`src/rtl/cee_defines.vh`:
```
`ifndef CEE_DEFINES_VH
`define CEE_DEFINES_VH

// register byte addresses
`define CEE_ADDR_ERRCNT      12'h000
`define CEE_ADDR_FIFOSUM     12'h004
`define CEE_ADDR_IRQ_STATUS  12'h008
`define CEE_ADDR_IRQ_MASK    12'h00c

// error-count status field positions
`define CEE_BIT_TX_BUS_OFF   21
`define CEE_BIT_TX_PASSIVE   20
`define CEE_BIT_RX_PASSIVE   19
`define CEE_BIT_TX_WARNING   18
`define CEE_BIT_RX_WARNING   17
`define CEE_BIT_ANY_WARNING  16

// fault-confinement thresholds
`define CEE_LIMIT_BUS_OFF    9'd256
`define CEE_LIMIT_PASSIVE    9'd128
`define CEE_LIMIT_WARNING    9'd96

// counter steps
`define CEE_STEP_TX_ERR      9'd8
`define CEE_STEP_RX_ERR      9'd1
`define CEE_STEP_RX_PRIMARY  9'd8
`define CEE_RX_PASSIVE_RELOAD 9'd120

// recovery: 128 runs of 11 recessive bits
`define CEE_RECOVERY_RUNS    8'd128

// interrupt status bits
`define CEE_IRQ_BUS_OFF      0
`define CEE_IRQ_PASSIVE      1
`define CEE_IRQ_WARNING      2
`define CEE_IRQ_FIFO         3
`define CEE_IRQ_WIDTH        4

`define CEE_RESET_VALUE      32'h00000000

`endif

```
`src/rtl/cee_error_state.v`:
```
`timescale 1ns/1ps
`default_nettype none
`include "cee_defines.vh"

// How it works
// - bus-off flag, bit 21, set while transmit error count is 256 or more.
// - transmit passive flag, bit 20, set while transmit count is 128 or more.
// - receive passive flag, bit 19, set while receive count is 128 or more.
// - transmit warning flag, bit 18, while transmit count is 96 to 127.
// - receive warning flag, bit 17, while receive count is 96 to 127.
// - combined warning flag, bit 16, is the or of both warning flags.
// - per-FIFO pending bit is high while any enabled interrupt of it pends.
module cee_error_state #(
    parameter NUM_FIFOS = 32
) (
    input  wire                 sys_clk_i,
    input  wire                 rst_n_i,
    input  wire [11:0]          paddr_i,
    input  wire                 psel_i,
    input  wire                 penable_i,
    input  wire                 pwrite_i,
    input  wire [31:0]          pwdata_i,
    output reg  [31:0]          prdata_o,
    output wire                 pready_o,
    output wire                 pslverr_o,
    input  wire                 tx_error_i,
    input  wire                 tx_ok_i,
    input  wire                 rx_error_i,
    input  wire                 rx_primary_error_i,
    input  wire                 rx_ok_i,
    input  wire                 recessive_run_i,
    input  wire [NUM_FIFOS-1:0] fifo_flag_i,
    input  wire [NUM_FIFOS-1:0] fifo_enable_i,
    output wire                 tx_bus_off_flag_o,
    output wire                 tx_error_passive_flag_o,
    output wire                 irq_o
);

    reg  [8:0]           tx_cnt_q;
    reg  [8:0]           tx_cnt_d;
    reg  [8:0]           rx_cnt_q;
    reg  [8:0]           rx_cnt_d;
    reg  [7:0]           run_cnt_q;
    reg  [7:0]           run_cnt_d;
    reg  [NUM_FIFOS-1:0] fifo_irq_pending_q;
    reg  [`CEE_IRQ_WIDTH-1:0] irq_stat_q;
    reg  [`CEE_IRQ_WIDTH-1:0] irq_mask_q;
    reg  [`CEE_IRQ_WIDTH-1:0] prev_ev_q;
    wire [`CEE_IRQ_WIDTH-1:0] ev_level;
    wire [`CEE_IRQ_WIDTH-1:0] ev_rise;
    wire                 tx_bus_off_flag;
    wire                 tx_error_passive_flag;
    wire                 rx_error_passive_flag;
    wire                 tx_warning_flag;
    wire                 rx_warning_flag;
    wire                 any_warning_flag;
    reg  [31:0]          status_word;
    reg  [31:0]          fifo_word;
    reg  [31:0]          prdata_d;
    reg  [`CEE_IRQ_WIDTH-1:0] irq_stat_d;
    reg  [`CEE_IRQ_WIDTH-1:0] irq_mask_d;
    wire                 wr_access;
    wire                 rd_setup;
    wire                 stat_wr;
    wire                 mask_wr;
    wire                 recovery_done;

    // saturating add, capped at bus-off limit
    function [8:0] sat_add;
        input [8:0] val;
        input [8:0] step;
        reg   [9:0] sum;
        begin
            sum = {1'b0, val} + {1'b0, step};
            if (sum > {1'b0, `CEE_LIMIT_BUS_OFF}) begin
                sat_add = `CEE_LIMIT_BUS_OFF;
            end else begin
                sat_add = sum[8:0];
            end
        end
    endfunction

    function in_warning;
        input [8:0] val;
        begin
            in_warning = (val >= `CEE_LIMIT_WARNING) &&
                         (val < `CEE_LIMIT_PASSIVE);
        end
    endfunction

    assign tx_bus_off_flag       = (tx_cnt_q >= `CEE_LIMIT_BUS_OFF);
    assign tx_error_passive_flag = (tx_cnt_q >= `CEE_LIMIT_PASSIVE);
    assign rx_error_passive_flag = (rx_cnt_q >= `CEE_LIMIT_PASSIVE);
    assign tx_warning_flag       = in_warning(tx_cnt_q);
    assign rx_warning_flag       = in_warning(rx_cnt_q);
    assign any_warning_flag      = tx_warning_flag | rx_warning_flag;

    assign tx_bus_off_flag_o       = tx_bus_off_flag;
    assign tx_error_passive_flag_o = tx_error_passive_flag;

    // last recessive run of recovery; clears both counts together
    assign recovery_done = tx_bus_off_flag && recessive_run_i &&
                           (run_cnt_q == `CEE_RECOVERY_RUNS - 8'h01);

    // transmit counter; bus-off holds until recovery completes
    always @* begin
        tx_cnt_d  = tx_cnt_q;
        run_cnt_d = run_cnt_q;
        if (tx_bus_off_flag) begin
            if (recessive_run_i) begin
                run_cnt_d = run_cnt_q + 8'h01;
            end
            if (recovery_done) begin
                tx_cnt_d  = 9'h000;
                run_cnt_d = 8'h00;
            end
        end else if (tx_error_i) begin
            tx_cnt_d = sat_add(tx_cnt_q, `CEE_STEP_TX_ERR);
        end else if (tx_ok_i && tx_cnt_q != 9'h000) begin
            tx_cnt_d = tx_cnt_q - 9'h001;
        end
    end

    // receive counter; leaves passive by reload to 120
    always @* begin
        rx_cnt_d = rx_cnt_q;
        if (recovery_done) begin
            rx_cnt_d = 9'h000;
        end else if (rx_primary_error_i) begin
            rx_cnt_d = sat_add(rx_cnt_q, `CEE_STEP_RX_PRIMARY);
        end else if (rx_error_i) begin
            rx_cnt_d = sat_add(rx_cnt_q, `CEE_STEP_RX_ERR);
        end else if (rx_ok_i) begin
            if (rx_cnt_q > `CEE_LIMIT_PASSIVE - 9'h001) begin
                rx_cnt_d = `CEE_RX_PASSIVE_RELOAD;
            end else if (rx_cnt_q != 9'h000) begin
                rx_cnt_d = rx_cnt_q - 9'h001;
            end
        end
    end

    // register field only 8 bits wide; bus-off shows as 0x00 plus flag
    always @* begin
        status_word = 32'h00000000;
        status_word[`CEE_BIT_TX_BUS_OFF]  = tx_bus_off_flag;
        status_word[`CEE_BIT_TX_PASSIVE]  = tx_error_passive_flag;
        status_word[`CEE_BIT_RX_PASSIVE]  = rx_error_passive_flag;
        status_word[`CEE_BIT_TX_WARNING]  = tx_warning_flag;
        status_word[`CEE_BIT_RX_WARNING]  = rx_warning_flag;
        status_word[`CEE_BIT_ANY_WARNING] = any_warning_flag;
        status_word[15:8] = tx_cnt_q[7:0];
        status_word[7:0]  = rx_cnt_q[7:0];
    end

    // unused upper bits read zero when fewer fifos are built
    always @* begin
        fifo_word = 32'h00000000;
        fifo_word[NUM_FIFOS-1:0] = fifo_irq_pending_q;
    end

    // events are rising edges of the state levels
    assign ev_level = {(|fifo_irq_pending_q), any_warning_flag,
                       tx_error_passive_flag | rx_error_passive_flag,
                       tx_bus_off_flag};
    assign ev_rise  = ev_level & ~prev_ev_q;

    assign wr_access = psel_i & penable_i & pwrite_i;
    assign rd_setup  = psel_i & ~penable_i & ~pwrite_i;
    assign pready_o  = 1'b1;
    assign pslverr_o = 1'b0;
    assign irq_o     = |(irq_stat_q & irq_mask_q);
    assign stat_wr   = wr_access && (paddr_i == `CEE_ADDR_IRQ_STATUS);
    assign mask_wr   = wr_access && (paddr_i == `CEE_ADDR_IRQ_MASK);

    // set wins over a write-one clear in the same cycle
    always @* begin
        irq_stat_d = irq_stat_q | ev_rise;
        irq_mask_d = irq_mask_q;
        if (stat_wr) begin
            irq_stat_d = (irq_stat_q &
                          ~pwdata_i[`CEE_IRQ_WIDTH-1:0]) | ev_rise;
        end
        if (mask_wr) begin
            irq_mask_d = pwdata_i[`CEE_IRQ_WIDTH-1:0];
        end
    end

    // read data captured in setup, held through the access phase
    always @* begin
        prdata_d = prdata_o;
        if (rd_setup) begin
            case (paddr_i)
                `CEE_ADDR_ERRCNT: begin
                    prdata_d = status_word;
                end
                `CEE_ADDR_FIFOSUM: begin
                    prdata_d = fifo_word;
                end
                `CEE_ADDR_IRQ_STATUS: begin
                    prdata_d = {28'h0000000, irq_stat_q};
                end
                `CEE_ADDR_IRQ_MASK: begin
                    prdata_d = {28'h0000000, irq_mask_q};
                end
                default: begin
                    prdata_d = 32'h00000000;
                end
            endcase
        end
    end

    always @(posedge sys_clk_i) begin
        if (!rst_n_i) begin
            tx_cnt_q           <= 9'h000;
            rx_cnt_q           <= 9'h000;
            run_cnt_q          <= 8'h00;
            fifo_irq_pending_q <= {NUM_FIFOS{1'b0}};
            irq_stat_q         <= {`CEE_IRQ_WIDTH{1'b0}};
            irq_mask_q         <= {`CEE_IRQ_WIDTH{1'b0}};
            prev_ev_q          <= {`CEE_IRQ_WIDTH{1'b0}};
            prdata_o           <= `CEE_RESET_VALUE;
        end else begin
            tx_cnt_q  <= tx_cnt_d;
            rx_cnt_q  <= rx_cnt_d;
            run_cnt_q <= run_cnt_d;
            fifo_irq_pending_q <= fifo_flag_i & fifo_enable_i;
            prev_ev_q  <= ev_level;
            irq_stat_q <= irq_stat_d;
            irq_mask_q <= irq_mask_d;
            prdata_o   <= prdata_d;
        end
    end

endmodule
`default_nettype wire

```
`config.mk`:
```
export PLATFORM = sky130hd
export DESIGN_NAME = cee_error_state
export DESIGN_NICKNAME = d
export VERILOG_FILES = /design/src/rtl/cee_error_state.v
export VERILOG_INCLUDE_DIRS = /design/src /design/src/rtl
export SDC_FILE = /design/constraint.sdc
export NUM_CORES = 1
export LEC_CHECK = 0
export ABC_AREA = 1
export BUFFER_PORTS_ARGS = -buffer_cell sky130_fd_sc_hd__buf_2
export CAP_MARGIN = 40
export CORE_ASPECT_RATIO = 2
export CORE_UTILIZATION = 45
export CTS_CLUSTER_DIAMETER = 200
export DETAILED_ROUTE_END_ITERATION = 8
export PLACE_DENSITY = 0.81
export SYNTH_ARGS = -nofsm -noshare
export SYNTH_HDL_FRONTEND = slang
export SYNTH_SLANG_ARGS = --single-unit
```
`constraint.sdc`:
```
create_clock -name sys_clk_i -period 2.45 [get_ports sys_clk_i]
set_input_delay 0.1225 -clock sys_clk_i [delete_from_list [all_inputs] [get_ports sys_clk_i]]
set_output_delay 0.1225 -clock sys_clk_i [all_outputs]
set_load 0.05 [all_outputs]
```
==> metrics.txt, run 1 <==
Final setup viols=0; Yosys warning count=0; CP Max Fanout=8; met2 usage=51.6%; IO Pins=156; CP cell instances=ha_1 -> inv_2 -> nor2_4 -> xor2_1 -> nand3_1 -> nand2_1 -> nand3_2 -> nand2_2 -> inv_1 -> a21oi_1; largest net degree at the start of global routing=42; Final Wtd Congestion=just under 1; switching share of power=37.0%; P_leak=2.96 nW; vias per std cell=about 5.4; vias in the first global route=5575; adder-cell share of the synthesized area=3.06%; slew margin rel.=64.4%; CTS resizes=0; slowest stage delay, CP=0.50 ns; Setup Buffers After CTS=0; Root Buffer=clkbuf_16; Setup Skew=slightly above 0.009 ns; Post-DRT Antenna Nets=0; crit path DAT=2.29 ns; violated checks=hold timing; Layout Nets=1035; Register-to-Register Path Depth=10; first-pass GRT wire length=around 26000 um; Initial Utilization=46.5%; Syn Nets=890; final-report hold violation count=1; routed wire length=16200 um; clock group share of total power=28.8%; Startpoint Class=flip-flop; Power, Total=5.10 mW; Mapped Area=5310 sq um; clk buf depth=2; Total GRT Usage=27.2%; Die X=just under 80 um; clk_lat worst skew=0.35 ns; reg2reg setup slack=0.44 ns; Die ar.=between 10000 and 15000 sq um; Fin Setup TNS=0 ns; Comb pwr share=~32%; Synth async-reset ratio=0%; Power per Cell Area=between 700 and 800 nW/um^2; syn avg cell area=7.00 sq um; library cells used by synthesis=46; main area contributors after synthesis=dfxtp_1, nand2_1, a21oi_1; post-synthesis mux area share=0%; H-tree levels=3; vias=5675; crit share post-route=between 80% and 90%; max-cap viol count=0; RR Endpoint=rx_cnt_q[0]; GR peak layer=met2; status=finished, violations left; compound-gate portion of the synthesized area=14.0%; initial antenna violation count=0; M1 GR Usage=25.7%; Synth Flop Type=dfxtp_1; Hold Path End=fifo_irq_pending_q[30]; Buf+Inv Stages, Crit Path=2; CP delay by family, top=simple AND/OR/NAND/NOR gates; Hold Crit Start=fifo_flag_i[30]; Slew Limit Fails=0; Syn Inst Count=758; layout cells sized above 1=23.0%; Peak VDD IR=0.712 mV; Worst R2R Start=rx_cnt_q[4]; Worst-Margin Slew=approximately 0.53 ns; Switch Pwr=1.89 mW; clock slew at reported path FFs=0.07 ns; RSZ-0062 raised after global routing=false; Sequential Power Share=about two fifths; DRT Pass-1 Iters=5; # diodes=0; main combinational cell family by area after synthesis=simple AND/OR/NAND/NOR gates; Core Area=11400 sq um; met3 Resource Use GR=2.81%; hold depth=3; PortBufs=125; CTS tree=built; Synth top area share=38.5%; CP max stage cell=dfxtp_1; Yosys top cell by area=dfxtp_1; post-DP HPWL=11900 um; Seq/Total Area, Yosys=38.5%; DRC violations left=0; Rows=55; fmax=498 MHz; synthesis-to-finish area growth=25.5%; Synth Area in Simple Gates=32.7%; total grt overflow=0; Synth top cells by count=nand2_1, dfxtp_1, nor2_1; top-count cell post-synth=nand2_1; CP Capture Type=flip-flop; clk sinks=102; Yosys reg bits=102; cts bufs inserted=9; critical path required time=roughly 2.7 ns; DR WL/cell=~15 um; post-synthesis xor/xnor area fraction=under 10%; initial drt markers=between 300 and 400; post-route minimum period=approximately 2.0 ns; die height=~160 um; EDFF count, synth=0; critical path class=flip-flop to flip-flop; Pint=about 3.2 mW; hold slack final=-0.0000306 ns; min-delay worst type=primary input to flip-flop
-- per-stage QoR --
step | cell area [sq um] | setup WS [ns] | instances | utilization (%)
after floorplan | 5310 | 0.748 | 758 | -
after global placement | 6030 | 0.509 | 1002 | 52.8
after detailed placement | 6030 | 0.499 | 1002 | 52.8
after CTS | 6660 | 0.474 | 1050 | 58.3
after global routing | 6660 | 0.230 | 1050 | 58.3
final | 6660 | 0.441 | 1050 | 58.3
-- flip-flops by register name (all words and copies together), names as in the netlist --
signal and cells:
fifo_irq_pending_q 32, prdata_o 32, rx_cnt_q 9, tx_cnt_q 9, run_cnt_q 8, irq_mask_q 4
irq_stat_q 4, prev_ev_q 4
-- per-layer routing --
layer  routed length [um]  vias up
li1                     -     2738
met1                 5480     2583
met2                 8890      271
met3                  754       83
met4                 1110        0
met5                    0        -
-- worst register-to-register path, delay by kind of cell, from the launching register on --
kind,cells,cell delay [ns]
adders and majority gates,1,0.29
and+or+nand+nor,5,0.63
AOI/OAI and AO/OA,1,0.15
xor gates and xnor gates,1,0.20
buffers and inverters,2,0.18
DFF,1,0.50
-- placed cells by master, fill, tap and decap left out, types with 4 or more instances in the layout --
master and n:
a21oi_1 62, xor2_1 10, buf_2 125, dfxtp_1 102, xnor2_1 4, nand4_1 12
inv_2 17, o22ai_1 22, inv_1 62, clkbuf_16 9, nand2_1 191, o21ai_1 13
nor2_1 82, nor3_1 9, nand2_2 10, o21ai_0 23, nor2_4 4, ha_1 13
nor2_2 6, dlygate4sd3_1 32, nand3_2 4, nor4_1 4, buf_4 9, nand3_1 43
-- kinds of logic (layout without fill, tap and decap cells) --
kind of cell,count (synthesis),after routing
other cells,2,2
fa+ha+maj,13,13
xor+xnor,16,16
compound gates,133,133
flops,102,102
buf+inv,112,262
simple gates,380,380
-- cell type report --
| cell class | count | area (sq um) |
|---|---|---|
| Clock buffer | 10 | 239 |
| Clock inverter | 6 | 68.8 |
| Fill cell | 1103 | 4760 |
| Inverter | 79 | 297 |
| Multi-Input combinational cell | 544 | 2800 |
| Sequential cell | 102 | 2040 |
| Tap cell | 142 | 178 |
| Timing Repair Buffer | 167 | 1030 |
-- repair_timing --
item | 4_1_cts | 5_1_grt
hold buffers | 32 | 0
hold endpoints to repair | 17 | 0
endpoints found under the setup margin | 0 | 0
-- worst max path at each step --
stage | startpoint | end | slack (ns) | cells after the start
2_1_floorplan | rx_cnt_q[4] | rx_cnt_q[8] | 0.75 | 10
6_report | rx_cnt_q[4] | rx_cnt_q[0] | 0.44 | 10
4_1_cts | rx_cnt_q[4] | rx_cnt_q[0] | 0.47 | 10
3_3_place_gp | rx_cnt_q[4] | rx_cnt_q[0] | 0.51 | 10
5_1_grt | rx_cnt_q[0] | rx_cnt_q[7] | 0.23 | 11
3_5_place_dp | rx_cnt_q[4] | rx_cnt_q[0] | 0.50 | 10
-- power groups by stage --
stage	sequential [mW]	clock (mW)	combinational (mW)
floorplan	1.94	0	1.23
global placement	2.01	0	1.54
detailed placement	2.01	0	1.57
finish	1.98	1.47	1.65
global route	2.00	1.54	1.82
CTS	1.97	1.48	1.63
No activity file was read; power rests on OpenSTA's default activity.
==> inputs of run 2 (changes only) <==
- ABC_AREA: 1 -> 0
- PLACE_DENSITY: 0.81 -> 0.84
- clock period: 2.45 -> 1.8 ns (I/O delays scaled with it)
==> run 2 against run 1 <==
The run ends with setup timing left. Utilization up 14 points. Clock power grew 39%. Sequential share of layout area decreased by 5.0 points. First-iteration DRC count up 98%. Cell count shrank 2.6%. Sequential power increased by 40%. Critical path depth is 3 lower. Final area rose by 22%. Critical path type unchanged. Critical endpoint is now rx_cnt_q[2]. Largest cell class unchanged.
==> metrics.txt, run 2 <==
status=finished, violations left (unchanged); violated checks=setup timing (was hold timing); routed wire length=24500 um (was 16200 um); H-tree levels=3 (unchanged); PortBufs=125 (unchanged); IO Pins=156 (unchanged); main combinational cell family by area after synthesis=simple AND/OR/NAND/NOR gates (unchanged); Peak VDD IR=0.792 mV (was 0.712 mV); Final Wtd Congestion=0.962 (was 0.993); initial drt markers=690 (was 348); largest net degree at the start of global routing=34 (was 42); hold depth=2 (was 3); main area contributors after synthesis=dfxtp_1, nand2_1, and3_1 (was dfxtp_1, nand2_1, a21oi_1); Comb pwr share=43.7% (was 32.3%); Placed Area=6760 sq um (was 6030 sq um); Setup Skew=0.0146 ns (was 0.00911 ns); Synth top area share=39.2% (was 38.5%); Fill cells=703 (was 1103); Rows=55 (unchanged); crit path DAT=2.57 ns (was 2.29 ns); Yosys top cell by area=dfxtp_1 (unchanged); clk_lat worst skew=0.36 ns (was 0.35 ns); Critical Path Source=rx_cnt_q[1] (was rx_cnt_q[4]); cts bufs inserted=9 (unchanged); first-pass GRT wire length=34900 um (was 25600 um); clk sinks=102 (unchanged); Root Buffer=clkbuf_16 (unchanged); slew margin rel.=62.0% (was 64.4%); DR WL/cell=24.0 um (was 15.5 um); adder-cell share of the synthesized area=3.12% (was 3.06%); Pint=5.24 mW (was 3.21 mW); final-report hold violation count=0 (was 1); top-count cell post-synth=dfxtp_1 (was nand2_1); Register-to-Register Path Depth=7 (was 10); Fin Setup TNS=-3.19 ns (was 0 ns); Syn Nets=742 (was 890); multi-input logic area=3300 sq um (was 2800 sq um); clk buf depth=2 (unchanged); RSZ-0062 raised after global routing=true (was false); vias per std cell=6.57 (was 5.40); CTS tree=built (unchanged); Syn Inst Count=610 (was 758); Total GRT Usage=38.4% (was 27.2%); crit path capture=rx_cnt_q[2] (was rx_cnt_q[0]); CP Capture Type=flip-flop (unchanged); initial antenna violation count=2 (was 0); Yosys reg bits=102 (unchanged); die height=154 um (was 156 um); layout cells sized above 1=40.3% (was 23.0%); DRC violations left=0 (unchanged); min-delay worst type=primary input to flip-flop (unchanged); Worst-Margin Slew=0.565 ns (was 0.529 ns); Synth Area in Simple Gates=27.4% (was 32.7%); vias=6717 (was 5675); critical path class=flip-flop to flip-flop (unchanged); Synth Flop Type=dfxtp_1 (unchanged); DRT Pass-1 Iters=6 (was 5); Mapped Area=5210 sq um (was 5310 sq um); fmax=436 MHz (was 498 MHz); library cells used by synthesis=72 (was 46); vias in the first global route=6821 (was 5575); syn avg cell area=8.54 sq um (was 7.00 sq um); Power per Cell Area=1050 nW/um^2 (was 765 nW/um^2); crit share post-route=127% (was 82.0%); Synth top cells by count=dfxtp_1, nand2_1, nor2_1 (was nand2_1, dfxtp_1, nor2_1); Final setup viols=15 (was 0); post-route minimum period=2.29 ns (was 2.01 ns); reg2reg setup slack=-0.49 ns (was 0.44 ns); Die X=78.1 um (was 78.8 um); synthesis-to-finish area growth=55.8% (was 25.5%); final setup margin=-0.493 ns (was 0.441 ns); Core Area=11300 sq um (was 11400 sq um); post-synthesis mux area share=2.76% (was 0%); Top Registers=fifo_irq_pending_q: 32 flops, prdata_o: 32 flops (unchanged); Seq/Total Area, Yosys=39.2% (was 38.5%); critical path required time=2.08 ns (was 2.73 ns); Storage cell area=2080 sq um (was 2040 sq um); Die ar.=12000 sq um (was 12300 sq um); Layout Nets=1008 (was 1035); EDFF count, synth=0 (unchanged); clock slew at reported path FFs=0.08 ns (was 0.07 ns); clock group share of total power=23.9% (was 28.8%); Slew Limit Fails=0 (unchanged); Sequential Power Share=32.4% (was 38.9%); Startpoint Class=flip-flop (unchanged); Worst R2R Start=rx_cnt_q[1] (was rx_cnt_q[4]); max-cap viol count=0 (unchanged); Post-DRT Antenna Nets=0 (unchanged); Finished Cell Area=8120 sq um (was 6660 sq um); RR Endpoint=rx_cnt_q[2] (was rx_cnt_q[0]); CP Max Fanout=6 (was 8); compound-gate portion of the synthesized area=18.2% (was 14.0%); Yosys warning count=0 (unchanged); most frequent cells in the layout=buf_2, buf_4, dfxtp_1 (was nand2_1, buf_2, dfxtp_1); most common library cell in the layout ignoring fill and taps=buf_2 (was nand2_1); total grt overflow=0 (unchanged); switching share of power=38.7% (was 37.0%); post-DP HPWL=12800 um (was 11900 um); Synth async-reset ratio=0% (unchanged); Switch Pwr=3.31 mW (was 1.89 mW); Initial Utilization=46.2% (was 46.5%); P_leak=3.62 nW (was 2.96 nW); post-synthesis xor/xnor area fraction=3.17% (was 2.92%)
-- run 2: kinds of logic after synthesis --
group,count (synthesis)
other,2
multiplexers,9
flip-flops,102
buffers and inverters,68
adder cells (fa/ha/maj),13
XOR/XNOR,18
AND/OR/NAND/NOR,270
AO/OA/AOI/OAI,128
-- run 2: per-layer routing --
| metal | GRT usage [%] | part of all wire [%] | wire length, um | up-vias |
|---|---|---|---|---|
| met5 | 0 | 0.053 | 13 | - |
| li1 | - | - | - | 2743 |
| met2 | 65.9 | 49 | 12100 | 633 |
| met4 | 39.0 | 12 | 2900 | 2 |
| met3 | 10.7 | 9.3 | 2290 | 259 |
| met1 | 34.4 | 30 | 7240 | 3080 |
-- run 2: worst min-delay path by stage --
stage,startpoint,slack [ns],to
6_report,fifo_enable_i[10],0.02,fifo_irq_pending_q[10]
5_1_grt,fifo_enable_i[10],0.02,fifo_irq_pending_q[10]
4_1_cts,fifo_enable_i[10],0.002,fifo_irq_pending_q[10]
3_5_place_dp,fifo_enable_i[30],0.32,fifo_irq_pending_q[30]
3_3_place_gp,fifo_enable_i[25],0.32,fifo_irq_pending_q[25]
2_1_floorplan,fifo_enable_i[0],0.24,fifo_irq_pending_q[0]
-- run 2: area by class of cell --
cell class | instances | share of cell area (%)
multi-input cells | 440 | 40.6
repair buffers | 305 | 27.1
flip-flops and latches | 102 | 25.6
clock buffers | 9 | 2.77
well taps | 142 | 2.19
clock inverters | 6 | 0.863
inverters | 18 | 0.832
diodes | 1 | 0.0308
-- run 2: metrics by stage --
stage / total power, mW / cells / hold WS [ns] / util [%] / worst slack (ns)
floorplan: 4.26 / 610 / 0.236 / - / -0.268
global placement: 5.36 / 940 / 0.316 / 59.9 / -0.406
detailed placement: 5.43 / 940 / 0.315 / 59.9 / -0.455
CTS: 7.62 / 1018 / 0.00230 / 69.3 / -0.436
global route: 8.80 / 1023 / 0.0175 / 71.9 / -0.606
finish: 8.56 / 1023 / 0.0217 / 71.9 / -0.493
-- run 2: worst max-delay path: stages (launching register included) --
cell and delay, ns:
dfxtp_4 0.38, and3_4 0.19, or4b_4 0.47, a21oi_2 0.15
a32oi_1 0.11, a31oi_2 0.28, or3b_4 0.42, a221oi_2 0.21
-- run 2: what timing repair did --
item	4_1_cts	5_1_grt
hold buffers	62	0
gates resized for setup	38	60
endpoints found under the hold margin	32	0
setup buffers	1	5
setup endpoints to repair	18	19
pin swaps	15	22
-- run 2: power groups by stage --
stage,registers [mW],logic (mW),clock network [mW]
global route,2.78,3.91,2.11
finish,2.77,3.74,2.04
global placement,2.69,2.67,0
floorplan,2.68,1.58,0
CTS,2.69,2.98,1.95
detailed placement,2.70,2.73,0
==> inputs of run 3 (changes only) <==
- BUFFER_PORTS_ARGS: -buffer_cell sky130_fd_sc_hd__buf_2 -> -buffer_cell sky130_fd_sc_hd__buf_4
==> run 3 against run 2 <==
The flow still finishes with violations (setup timing). Worst setup slack better by 0.052 ns. Clock skew is 0.0030 ns lower. Clock power hardly changed. Critical path depth stayed put. Maximum frequency is 2.3% higher. Routed wire length is 9.0% lower. Flip-flop and latch count stayed put. Hold slack hardly changed. Count of clock-buffer cells in the layout stayed put. Combinational power is 2% higher. Non-clock buffer count is 9 higher. Largest cell class unchanged.
==> metrics.txt, run 3 (synthesis results as in run 2) <==
status=finished, violations left (unchanged); violated checks=setup timing (unchanged); crit path DAT=2.51 ns (was 2.57 ns); Rows=55 (unchanged); vias per std cell=5.95 (was 6.57); CP Capture Type=flip-flop (unchanged); initial drt markers=452 (was 690); most frequent cells in the layout=buf_4, dfxtp_1, dlygate4sd3_1 (was buf_2, buf_4, dfxtp_1); clk_lat worst skew=0.36 ns (about the same); Core Area=11300 sq um (unchanged); clock slew at reported path FFs=0.08 ns (about the same); clk sinks=102 (unchanged); slew margin rel.=52.7% (was 62.0%); vias in the first global route=6367 (was 6821); final setup margin=-0.441 ns (was -0.493 ns); Slew Limit Fails=0 (unchanged); DRC violations left=0 (unchanged); Post-DRT Antenna Nets=0 (unchanged); critical path class=flip-flop to flip-flop (unchanged); Comb pwr share=44.5% (was 43.7%); critical path required time=2.07 ns (was 2.08 ns); largest net degree at the start of global routing=84 (was 34); Critical Path Source=rx_cnt_q[0] (was rx_cnt_q[1]); final-report hold violation count=0 (unchanged); Worst R2R Start=rx_cnt_q[0] (was rx_cnt_q[1]); Final Wtd Congestion=1.03 (was 0.962); most common library cell in the layout ignoring fill and taps=buf_4 (was buf_2); Layout Nets=1017 (was 1008); slowest stage delay, CP=0.50 ns (was 0.47 ns); switching share of power=37.7% (was 38.7%); initial antenna violation count=1 (was 2); die height=154 um (unchanged); IO Pins=156 (unchanged); Switch Pwr=3.24 mW (was 3.31 mW); DRT Pass-1 Iters=5 (was 6); Pint=5.35 mW (was 5.24 mW); cts bufs inserted=9 (unchanged); CP delay by family, top=simple AND/OR/NAND/NOR gates (unchanged); fmax=446 MHz (was 436 MHz); Die ar.=12000 sq um (unchanged); Hold Crit Start=pwdata_i[0] (was fifo_enable_i[10]); PortBufs=125 (unchanged); first-pass GRT wire length=32800 um (was 34900 um); Initial Utilization=46.2% (unchanged); max-cap viol count=0 (unchanged); Top Registers=fifo_irq_pending_q: 32 flops, prdata_o: 32 flops (unchanged); P_leak=3.77 nW (was 3.62 nW); synthesis-to-finish area growth=65.5% (was 55.8%); H-tree levels=3 (unchanged); layout cells sized above 1=41.8% (was 40.3%); DR WL/cell=21.6 um (was 24.0 um); post-DP HPWL=13900 um (was 12800 um); vias=6151 (was 6717); clk buf depth=2 (unchanged); Power per Cell Area=996 nW/um^2 (was 1050 nW/um^2); Startpoint Class=flip-flop (unchanged); Die X=78.1 um (unchanged); Total GRT Usage=36.2% (was 38.4%); CTS tree=built (unchanged); post-route insts no fill=1033 (was 1023); Placed Instances=934 (was 940); Buf+Inv Stages, Crit Path=0 (unchanged); Setup Skew=0.0115 ns (was 0.0146 ns); Final setup viols=12 (was 15); total grt overflow=0 (unchanged); CP max stage cell=or4b_4 (unchanged); min-delay worst type=primary input to flip-flop (unchanged); Peak VDD IR=0.699 mV (was 0.792 mV); CP cell instances=and3_4 -> or4b_4 -> a21oi_4 -> a32oi_1 -> a31oi_2 -> or3b_1 -> a221oi_2 (was and3_4 -> or4b_4 -> a21oi_2 -> a32oi_1 -> a31oi_2 -> or3b_4 -> a221oi_2); Fin Setup TNS=-2.82 ns (was -3.19 ns); Sequential Power Share=31.4% (was 32.4%); post-route minimum period=2.24 ns (was 2.29 ns); RSZ-0062 raised after global routing=true (unchanged); clock group share of total power=24.1% (was 23.9%); Worst-Margin Slew=0.703 ns (was 0.565 ns); Root Buffer=clkbuf_16 (unchanged); routed wire length=22300 um (was 24500 um); CP Max Fanout=5 (was 6); crit share post-route=124% (was 127%)
[run 3: repair_timing]
action,in CTS,in global routing
hold endpoints to repair,32,0
hold buffers,64,0
gates resized for setup,51,72
buffers inserted,12,8
pin swaps,21,24
endpoints found under the setup margin,18,19
[run 3: power by group through the flow]
stage               clock, mW  sequential, mW  combinational, mW
global placement            0            2.68               2.78
detailed placement          0            2.70               2.82
CTS                      2.02            2.66               3.14
global route             2.16            2.70               4.02
finish                   2.07            2.70               3.82
floorplan                   0            2.68               1.58
[run 3: worst register-to-register path, cell delays in order, from the launching register on]
cell	delay, ns
dfxtp_4	0.38
and3_4	0.18
or4b_4	0.50
a21oi_4	0.14
a32oi_1	0.11
a31oi_2	0.22
or3b_1	0.39
a221oi_2	0.23
[run 3: per-stage QoR]
stage	utilization [%]	total power, mW	cell area [sq um]	worst slack (ns)	hold WS, ns
2_1_floorplan	-	4.26	5310	-0.268	0.236
3_3_place_gp	62.4	5.46	7040	-0.395	0.318
3_5_place_dp	62.4	5.52	7040	-0.446	0.319
4_1_cts	73.4	7.82	8290	-0.419	0.0204
5_1_grt	76.4	8.89	8620	-0.509	0.0101
6_report	76.4	8.59	8620	-0.441	0.0216
[run 3: cell type report]
| class | instances | area (sq um) |
|---|---|---|
| antenna | 1 | 2.50 |
| clock buffer | 9 | 225 |
| clock inverter | 7 | 93.8 |
| fill | 688 | 2660 |
| inverter | 18 | 72.6 |
| multi-input combinational | 440 | 3330 |
| sequential | 102 | 2080 |
| tap | 142 | 178 |
| timing repair buffer | 314 | 2640 |
[run 3: routing by layer]
layer  vias to the layer above  global-route usage (%)  part of all wire [%]
met5                         -                       0                     0
met4                         0                    30.9                   8.9
met3                       131                    4.66                   6.1
met2                       366                    67.7                    54
met1                      2889                    33.5                    31
li1                       2765                       -                     -
[run 3: final timing paths]
kind	to	slack, ns	cells past startpoint
hold reg to reg	prdata_o[27]	0.47	2
setup / recovery	rx_cnt_q[2]	-0.44	7
hold / removal	irq_mask_q[0]	0.02	3
setup reg to reg	rx_cnt_q[2]	-0.44	7
